==> config.mk <==
export PLATFORM = sky130hd
export DESIGN_NAME = dpl_ctrl
export DESIGN_NICKNAME = d
export VERILOG_FILES = /design/src/verilog/dpl_pkg.sv /design/src/verilog/dpl_ctrl.sv
export VERILOG_INCLUDE_DIRS = /design/src /design/src/verilog
export SDC_FILE = /design/constraint.sdc
export NUM_CORES = 1
export LEC_CHECK = 0
export BUFFER_PORTS_ARGS = -buffer_cell sky130_fd_sc_hd__buf_2
export CAP_MARGIN = 20
export CORE_ASPECT_RATIO = 0.6
export CORE_MARGIN = 10
export CORE_UTILIZATION = 56
export CTS_CLUSTER_DIAMETER = 40
export DETAILED_ROUTE_END_ITERATION = 12
export PLACE_DENSITY_LB_ADDON = 0.2
export SYNTH_ARGS = -nofsm -noshare
export SYNTH_HDL_FRONTEND = slang
export SYNTH_SLANG_ARGS = --single-unit
==> constraint.sdc <==
create_clock -name clk_sys -period 2.3 [get_ports clk_sys]
set_input_delay 0 -clock clk_sys [delete_from_list [all_inputs] [get_ports clk_sys]]
set_output_delay 0 -clock clk_sys [all_outputs]
set_load 0.05 [all_outputs]
==> src/verilog/dpl_params.svh <==
`ifndef DPL_PARAMS_SVH
`define DPL_PARAMS_SVH
// Serial word layout
`define DPL_ECHO_BITS 6'h20
`define DPL_CMD_BITS 6'h18
// Command codes
`define DPL_CMD_UPD_N 4'h1
`define DPL_CMD_WR_UPD_N 4'h3
`define DPL_CMD_PD_N 4'h4
`define DPL_CMD_PD_CHIP 4'h5
`define DPL_CMD_CONFIG 4'h7
`define DPL_CMD_UPD_ALL 4'h9
// Config data field bit positions
`define DPL_CFG_TS_BIT 0
`define DPL_CFG_RD_BIT 1
// Host side power-up waits after updating a powered-down channel
`define DPL_PWRUP_CHAN_US 30
`define DPL_PWRUP_CHIP_US 35
`endif

==> src/verilog/dpl_pkg.sv <==
package dpl_pkg;
  typedef struct packed {
    logic [3:0] code;
    logic [3:0] addr;
    logic [15:0] data;
  } dpl_cmd_t;
  typedef logic [3:0] dpl_chan_t;
endpackage

==> src/verilog/dpl_ctrl.sv <==
// Notes on behaviour
// During each transfer the previous 32-bit instruction is echoed on sdo.
// Sdo is released whenever select_and_load_n is high.
// Power-down never alters input or DAC register contents.
// Channel power-down command powers down the addressed channel.
// Chip power-down command powers down all channels and the reference.
// Power-down commands ignore their data field.
// Any update of a powered-down channel brings it back up.
// Host waits 30us or 35us after such an update for valid output.
// Load pin low with select high copies all input to DAC registers.
// Load pulse inside a frame powers up outputs without any update.
// Load pin low at frame end: run command, then update all outputs.
// Load pin low powers up all outputs regardless of select.
// Load pin low at frame end blocks power-down and external reference.
// Reference-disable bit resets to 0, written by config command.
// Reference-disable set to 1 turns off the internal reference.
// Thermal protection off bit is written by config command.
// Update-all command updates every channel like the load pin.
// Per-channel and chip powered-down flags kept, cleared by updates.
`timescale 1ns/1ns
`include "dpl_params.svh"
module dpl_ctrl
  import dpl_pkg::*;
(
  input wire logic clk_sys, // 250 MHz system clock
  input wire logic rstn, // Async reset, active low
  input wire logic sck, // Serial clock pin
  input wire logic sdi, // Serial data in pin
  input wire logic select_and_load_n, // Frame select and load pin
  input wire logic async_update_n, // Asynchronous load pin
  output logic sdo_o, // Serial echo data
  output logic sdo_oe, // High while sdo is driven
  output dpl_cmd_t cmd_o, // Executed instruction word
  output logic cmd_valid_o, // One-cycle strobe with cmd_o
  output dpl_chan_t dac_update_o, // Copy input to DAC register, per channel
  output dpl_chan_t chan_pd_o, // Channel powered down
  output logic chip_pd_o, // Whole chip powered down
  output logic ref_disable_o, // Internal reference disabled
  output logic ref_off_o, // Internal reference powered off
  output logic thermal_protect_off_bit_o // Overtemperature guard off
);
  // Pins are sampled by sys clock; sck must stay below about 30 MHz
  logic [1:0] sck_sync_reg, sdi_sync_reg, cs_sync_reg, ld_sync_reg;
  logic sck_prev_reg, cs_prev_reg;
  logic [31:0] shift_reg;
  logic [5:0] bitcnt_reg;
  logic pend_upd_reg;
  logic sdo_reg, sdo_oe_reg, chip_pd_reg, rd_reg, ts_reg, valid_reg;
  logic ref_off_reg;
  dpl_cmd_t cmd_reg;
  dpl_chan_t upd_reg, pd_reg;

  always_ff @(posedge clk_sys or negedge rstn) begin
    if (!rstn) begin
      sck_sync_reg <= 2'h0;
      sdi_sync_reg <= 2'h0;
      cs_sync_reg <= 2'h3;
      ld_sync_reg <= 2'h3;
      sck_prev_reg <= 1'b0;
      cs_prev_reg <= 1'b1;
    end else begin
      sck_sync_reg <= {sck_sync_reg[0], sck};
      sdi_sync_reg <= {sdi_sync_reg[0], sdi};
      cs_sync_reg <= {cs_sync_reg[0], select_and_load_n};
      ld_sync_reg <= {ld_sync_reg[0], async_update_n};
      sck_prev_reg <= sck_sync_reg[1];
      cs_prev_reg <= cs_sync_reg[1];
    end
  end

  logic cs_hi, ld_low, frame_start, frame_end, sck_rise, sck_fall, exec;
  dpl_cmd_t word;
  assign cs_hi = cs_sync_reg[1];
  assign ld_low = !ld_sync_reg[1];
  assign frame_start = !cs_hi && cs_prev_reg;
  assign frame_end = cs_hi && !cs_prev_reg;
  assign sck_rise = !cs_hi && sck_sync_reg[1] && !sck_prev_reg;
  assign sck_fall = !cs_hi && !sck_sync_reg[1] && sck_prev_reg;
  assign word = shift_reg[23:0];
  // Short frames are dropped rather than run with stale bits
  assign exec = frame_end && (bitcnt_reg >= `DPL_CMD_BITS);

  logic is_pd_n, is_pd_chip, is_cfg, is_upd_n, is_upd_all, suppress;
  assign is_pd_n = word.code == `DPL_CMD_PD_N;
  assign is_pd_chip = word.code == `DPL_CMD_PD_CHIP;
  assign is_cfg = word.code == `DPL_CMD_CONFIG;
  assign is_upd_n = word.code == `DPL_CMD_UPD_N ||
                    word.code == `DPL_CMD_WR_UPD_N;
  assign is_upd_all = word.code == `DPL_CMD_UPD_ALL;
  assign suppress = ld_low;

  // Shift register keeps the last word, so shifting a new one echoes it
  always_ff @(posedge clk_sys or negedge rstn) begin
    if (!rstn) begin
      shift_reg <= 32'h0000_0000;
      bitcnt_reg <= 6'h00;
    end else if (frame_start) begin
      bitcnt_reg <= 6'h00;
    end else if (sck_rise) begin
      shift_reg <= {shift_reg[30:0], sdi_sync_reg[1]};
      if (bitcnt_reg != `DPL_ECHO_BITS)
        bitcnt_reg <= bitcnt_reg + 6'h01;
    end
  end

  always_ff @(posedge clk_sys or negedge rstn) begin
    if (!rstn) begin
      sdo_reg <= 1'b0;
      sdo_oe_reg <= 1'b0;
    end else begin
      sdo_oe_reg <= !cs_hi;
      if (frame_start || sck_fall)
        sdo_reg <= shift_reg[31];
    end
  end

  // Level update runs a cycle after frame end so the command lands first
  logic lvl_upd;
  dpl_chan_t upd_vec;
  assign lvl_upd = (cs_hi && ld_low && !frame_end) || pend_upd_reg;
  always_comb begin
    upd_vec = 4'h0;
    if (exec && is_upd_n)
      upd_vec = 4'h1 << word.addr[1:0];
    if (lvl_upd || (exec && is_upd_all))
      upd_vec = 4'hf;
  end

  always_ff @(posedge clk_sys or negedge rstn) begin
    if (!rstn) begin
      pend_upd_reg <= 1'b0;
      upd_reg <= 4'h0;
      cmd_reg <= '0;
      valid_reg <= 1'b0;
    end else begin
      pend_upd_reg <= frame_end && ld_low;
      upd_reg <= upd_vec;
      valid_reg <= exec;
      if (exec)
        cmd_reg <= word;
    end
  end

  // Flags only gate power; stored codes stay with the downstream registers
  genvar gi;
  generate
    for (gi = 0; gi < 4; gi = gi + 1) begin : g_chan
      logic pd_set;
      assign pd_set = exec && !suppress && (is_pd_chip ||
        (is_pd_n && word.addr[1:0] == 2'(gi)));
      always_ff @(posedge clk_sys or negedge rstn) begin
        if (!rstn)
          pd_reg[gi] <= 1'b0;
        else if (pd_set)
          pd_reg[gi] <= 1'b1;
        else if (ld_low || upd_vec[gi])
          pd_reg[gi] <= 1'b0;
      end
    end
  endgenerate

  always_ff @(posedge clk_sys or negedge rstn) begin
    if (!rstn)
      chip_pd_reg <= 1'b0;
    else if (exec && !suppress && is_pd_chip)
      chip_pd_reg <= 1'b1;
    else if (ld_low || upd_vec != 4'h0)
      chip_pd_reg <= 1'b0;
  end

  // A blocked config write is dropped whole to keep both bits coherent
  always_ff @(posedge clk_sys or negedge rstn) begin
    if (!rstn) begin
      rd_reg <= 1'b0;
      ts_reg <= 1'b0;
      ref_off_reg <= 1'b0;
    end else begin
      if (exec && is_cfg && !(suppress && word.data[`DPL_CFG_RD_BIT])) begin
        rd_reg <= word.data[`DPL_CFG_RD_BIT];
        ts_reg <= word.data[`DPL_CFG_TS_BIT];
      end
      ref_off_reg <= rd_reg || chip_pd_reg;
    end
  end

  assign sdo_o = sdo_reg;
  assign sdo_oe = sdo_oe_reg;
  assign cmd_o = cmd_reg;
  assign cmd_valid_o = valid_reg;
  assign dac_update_o = upd_reg;
  assign chan_pd_o = pd_reg;
  assign chip_pd_o = chip_pd_reg;
  assign ref_disable_o = rd_reg;
  assign ref_off_o = ref_off_reg;
  assign thermal_protect_off_bit_o = ts_reg;
endmodule

======== Word-level counts from Yosys, hierarchy flattened ========
Index checks and enable logic that the tools add are counted.
word-level totals
  output and inout bits ................... 39
  bits of input ports ..................... 6
  bits in registers ....................... 88
  word-level logic and storage cells ...... 110
cells by class
  muxes and demuxes ....................... 15
  magnitude comparators ................... 1
  shifts and indexed selects .............. 1
  equal/unequal tests ..................... 10
  reduce and logical (&&, ||, !) cells .... 57
  bitwise gates (word level) .............. 1
  add/subtract/negate cells ............... 1
operators with widths
  kind                                                               count
  logical AND 1 bit                                                  25
  2-to-1 mux 6 bit                                                   3
  logical OR 1 bit                                                   14
  nonzero test 2 bit                                                 7
  == test 4 x 3 -> 1 bit, second input constant                      3
  2-to-1 mux 1 bit                                                   10
  2-to-1 mux 4 bit                                                   2
  logical NOT 1 bit                                                  7
  adder 6 x 1 -> 6 bit, second input constant                        1
  greater-or-equal comparator 6 x 5 -> 1 bit, second input constant  1
  != test 6 bit, second input constant                               1
  == test 2 bit, second input constant                               2
  == test 4 x 1 -> 1 bit, second input constant                      1
  == test 4 x 2 -> 1 bit, second input constant                      1
  == test 4 bit, second input constant                               1
  AND reduction 2 bit                                                2
  nonzero test 4 bit                                                 1
  left shift 1 x 2 -> 4 bit, first input constant                    1
  == test 2 x 1 -> 1 bit, second input constant                      1
  logical NOT 2 bit                                                  1
  NOT 1 bit                                                          1

======== Longest topological paths before layout ========
  depth in word-level cells ............... 11
  mapped depth ............................ 6
  depth with buffers taken out ............ 6

======== Worst setup path after synthesis ========
Ideal clock, no wire load.
  path kind ............................... reg-to-reg
  start point ............................. register cs_sync_reg[1]
  end point ............................... register chip_pd_reg (netlist: chip_pd_o)
  setup time .............................. 0.122 ns
  required time ........................... 2.178 ns
  setup slack ............................. 0.609 ns
  stages on the path, launching flop included .. 5
  clock period less this slack ............ 1.691 ns
  arrival time ............................ 1.569 ns
  path buffers ............................ 0
  cell sequence ........................... dfstp_2 -> nand2b_4 -> or4_4 -> and3_1 -> a32o_1
on the way
  longest elaborated chain between the ends .. 9
  elaborated cells on any way between the ends .. 17
  classes of those cells .................. mux: 3; reduce/logical: 14
ends and longest elaborated chain
  item                          line             source
  start: declaration            dpl_ctrl.sv:43   logic [1:0] sck_sync_reg, sdi_sync_reg, cs_sync_reg, ld_sync_reg;
  start signal: assignment      dpl_ctrl.sv:64   cs_sync_reg <= {cs_sync_reg[0], select_and_load_n};
  logical AND 1 bit             dpl_ctrl.sv:76   assign frame_end = cs_hi && !cs_prev_reg;
  logical NOT 1 bit             dpl_ctrl.sv:120  assign lvl_upd = (cs_hi && ld_low && !frame_end) || pend_upd_reg;
  logical AND 1 bit             dpl_ctrl.sv:120
  logical OR 1 bit              dpl_ctrl.sv:120
  logical OR 1 bit              dpl_ctrl.sv:125  if (lvl_upd || (exec && is_upd_all))
  2-to-1 mux 4 bit              dpl_ctrl.sv:125
  nonzero test 4 bit            dpl_ctrl.sv:167  else if (ld_low || upd_vec != 4'h0)
  logical OR 1 bit              dpl_ctrl.sv:167
  nonzero test 2 bit (no line)  n/a
  end signal: assignment        dpl_ctrl.sv:164  chip_pd_reg <= 1'b0;
  end signal: assignment        dpl_ctrl.sv:166  chip_pd_reg <= 1'b1;
  end signal: assignment        dpl_ctrl.sv:168  chip_pd_reg <= 1'b0;
  end: declaration              dpl_ctrl.sv:48   logic sdo_reg, sdo_oe_reg, chip_pd_reg, rd_reg, ts_reg, valid_reg;
Parallel ways exist; a longest one is shown, timed or not.
A chain may end at the register's enable or synchronous reset.

======== Worst setup path after layout ========
Ends and elaborated chain as after synthesis.

==> impl_metrics.json <==
{
  "status": "completed",
  "holdCritPathClass": "in -> async",
  "timing_worst_slew_pin_value_ns": 0.514,
  "path_cells": "nand2b_4, or4_4, and3_1, a32o_1",
  "drc_errors": 0,
  "fin_crit_sh_pct": 76.2,
  "n_fill_cell": 420,
  "hold_violations": 0,
  "yosysWarnings": 0,
  "routedWlPerCell_um": 16.3,
  "p_leak_nw": 2.07,
  "vdd_drop_max_v": 0.000558,
  "slowest_stage": "dfstp_2",
  "portBuffers": 44,
  "syn_inst": 229,
  "cap_violations": 0,
  "die_h_um": 80.6,
  "dpl.hpwl_mm": 4.13,
  "cts_setup_buffers": 0,
  "min_period_ns": 1.75,
  "path_delay_family": "simple AND/OR/NAND/NOR gates",
  "ctsResizeCount": 0,
  "coreArea_um2": 5750,
  "path_class": "reg -> reg",
  "critPathLaunchType": "register",
  "synth_top_cell_by_area": "dfrtp_1",
  "grt_max_degree": 50,
  "layout-drive-gt1-share_pct": 46.4,
  "io_pins": 45,
  "setup_slack_ns": 0.547,
  "area_growth_pct": 16.6,
  "finalSetupViolCount": 0,
  "crit_path_max_fanout": 6,
  "max_stage_delay_ns": 0.60,
  "grt-ovfl-total": 0,
  "cts_tree": "done",
  "crit_path_end_kind": "register",
  "hold_buffers": 5,
  "arrival_ns": 2.01,
  "firstDrtPassIters": 4,
  "largest_reg_flops": 32,
  "num_rows": 21,
  "first_iter_violations": 68,
  "gp_congestion": 0.738,
  "fmax_ghz": 0.571,
  "cts-root-buf": "clkbuf_8",
  "die-width_um": 121,
  "ys_seq_area_share_pct": 64.5,
  "maxSlewHeadroom_pct": 65.5,
  "syn_avg_cell_area_um2": 15.0,
  "synthesis.nets": 237,
  "worst_skew_pair.late_latency_ns": 0.36,
  "path_buf_inv": 0,
  "final_common_cell": "dfrtp_1",
  "skew_ns": 0.00684,
  "antenna_cells": 0,
  "required_ns": 2.56,
  "ys_seq_elements": 88,
  "grt_first_pass_wirelength_mm": 10.2,
  "drv_slew": 0,
  "rsz0062_at_grt": "no",
  "cts.reportedPaths.clkPinSlew_ns": 0.08,
  "drtAntennaViolNets": 0,
  "synth.cell_area_um2": 3420,
  "r2r_start": "cs_sync_reg[1]",
  "synth_cell_types": 43,
  "synthArstFlopShare_pct": 100,
  "finalSetupTns_ns": 0,
  "rr_endpoint": "chip_pd_o",
  "reg2reg_slack_ns": 0.55,
  "final_cell_mix": "83 x dfrtp_1, 57 x mux2_2, 43 x buf_2",
  "totalWireLength_mm": 6.02,
  "antenna_found_initial": 0,
  "start_util_pct": 59.5,
  "synth_edf_count": 0,
  "cts_buffers": 9,
  "dp_slack_ns": 0.547,
  "powerDensity_nw_per_um2": 698,
  "grt_pass1_vias": 2004,
  "synthDominantCellAreaShare_pct": 60.7,
  "cts.sinks": 88,
  "reg2reg_depth": 4,
  "vias": 1940,
  "fin_nets": 292,
  "synth_top_flop_cell": "dfrtp_1",
  "synth_area_leaders": "dfrtp_1 61%, mux2_2 19%, dfstp_2 3.8%",
  "dieArea_um2": 9750,
  "viasPerCell": 5.26,
  "cts_htree_levels": 3,
  "clock_path_buffers": 2,
  "cp.depth": 4,
  "track_usage_pct": 13.5
}
how the worst max path moves through the flow:
stage / from / to / slack [ns]
after floorplan: cs_sync_reg[1] / chip_pd_o / 0.61
after global placement: cs_sync_reg[1] / chip_pd_o / 0.58
after detailed placement: cs_sync_reg[1] / chip_pd_o / 0.55
after CTS: cs_sync_reg[1] / chip_pd_o / 0.54
after global routing: cs_sync_reg[1] / chip_pd_o / 0.50
final: cs_sync_reg[1] / chip_pd_o / 0.55
Yosys cell counts (2+ instances only):
master and instances:
o21ai_0 5, ha_1 2, inv_1 6, and3_1 2, nor3_1 2, or4_4 2, nand3_1 3, mux2_2 57
xor2_1 3, buf_2 3, a21bo_1 2, nand2_1 5, nor2_1 7, a22oi_1 3, nor2b_1 4, nand2b_1 3
dfstp_2 5, nand4_1 2, dfrtp_1 83, clkbuf_1 2, buf_4 3, a21oi_1 3, mux2_1 2
logic make-up after synthesis:
family / count (synthesis) / synth area share (%)
compound gates: 19 / 4.24
xor+xnor: 4 / 1.02
fa+ha+maj: 2 / 0.731
buf+inv: 15 / 2.30
flops: 88 / 64.5
mux: 60 / 19.7
simple gates: 41 / 7.53
power breakdown:
part           total (mW)  switching, mW  internal [mW]
Combinational       0.153         0.0874         0.0655
Clock               0.983          0.531          0.451
Sequential           1.65         0.0461           1.60
metal layers:
metal / routed length (um) / global-route usage, % / up-vias
li1: - / - / 919
met1: 2900 / 17.2 / 974
met2: 2540 / 18.6 / 37
met3: 482 / 7.54 / 10
met4: 100 / 5.76 / 0
met5: 0 / 0 / -
layout make-up:
class	instances	area [um^2]	share of cell area, %
multi-input combinational	126	1140	28.5
clock buffer	12	155	3.89
inverter	6	22.5	0.564
tap	80	100	2.51
timing repair buffer	53	340	8.52
sequential	88	2210	55.3
clock inverter	4	28.8	0.721
stage by stage:
step / hold slack [ns] / std cells / instance area (um^2) / power, mW / utilization, %
floorplan: -0.296 / 229 / 3420 / 1.76 / -
global placement: 0.00442 / 348 / 3760 / 1.82 / 65.3
detailed placement: 0.0119 / 348 / 3760 / 1.83 / 65.3
CTS: 0.149 / 369 / 3990 / 2.82 / 69.4
global route: 0.173 / 369 / 3990 / 2.91 / 69.4
finish: 0.141 / 369 / 3990 / 2.79 / 69.4
Note: power is estimated with default switching activity, not from simulation.
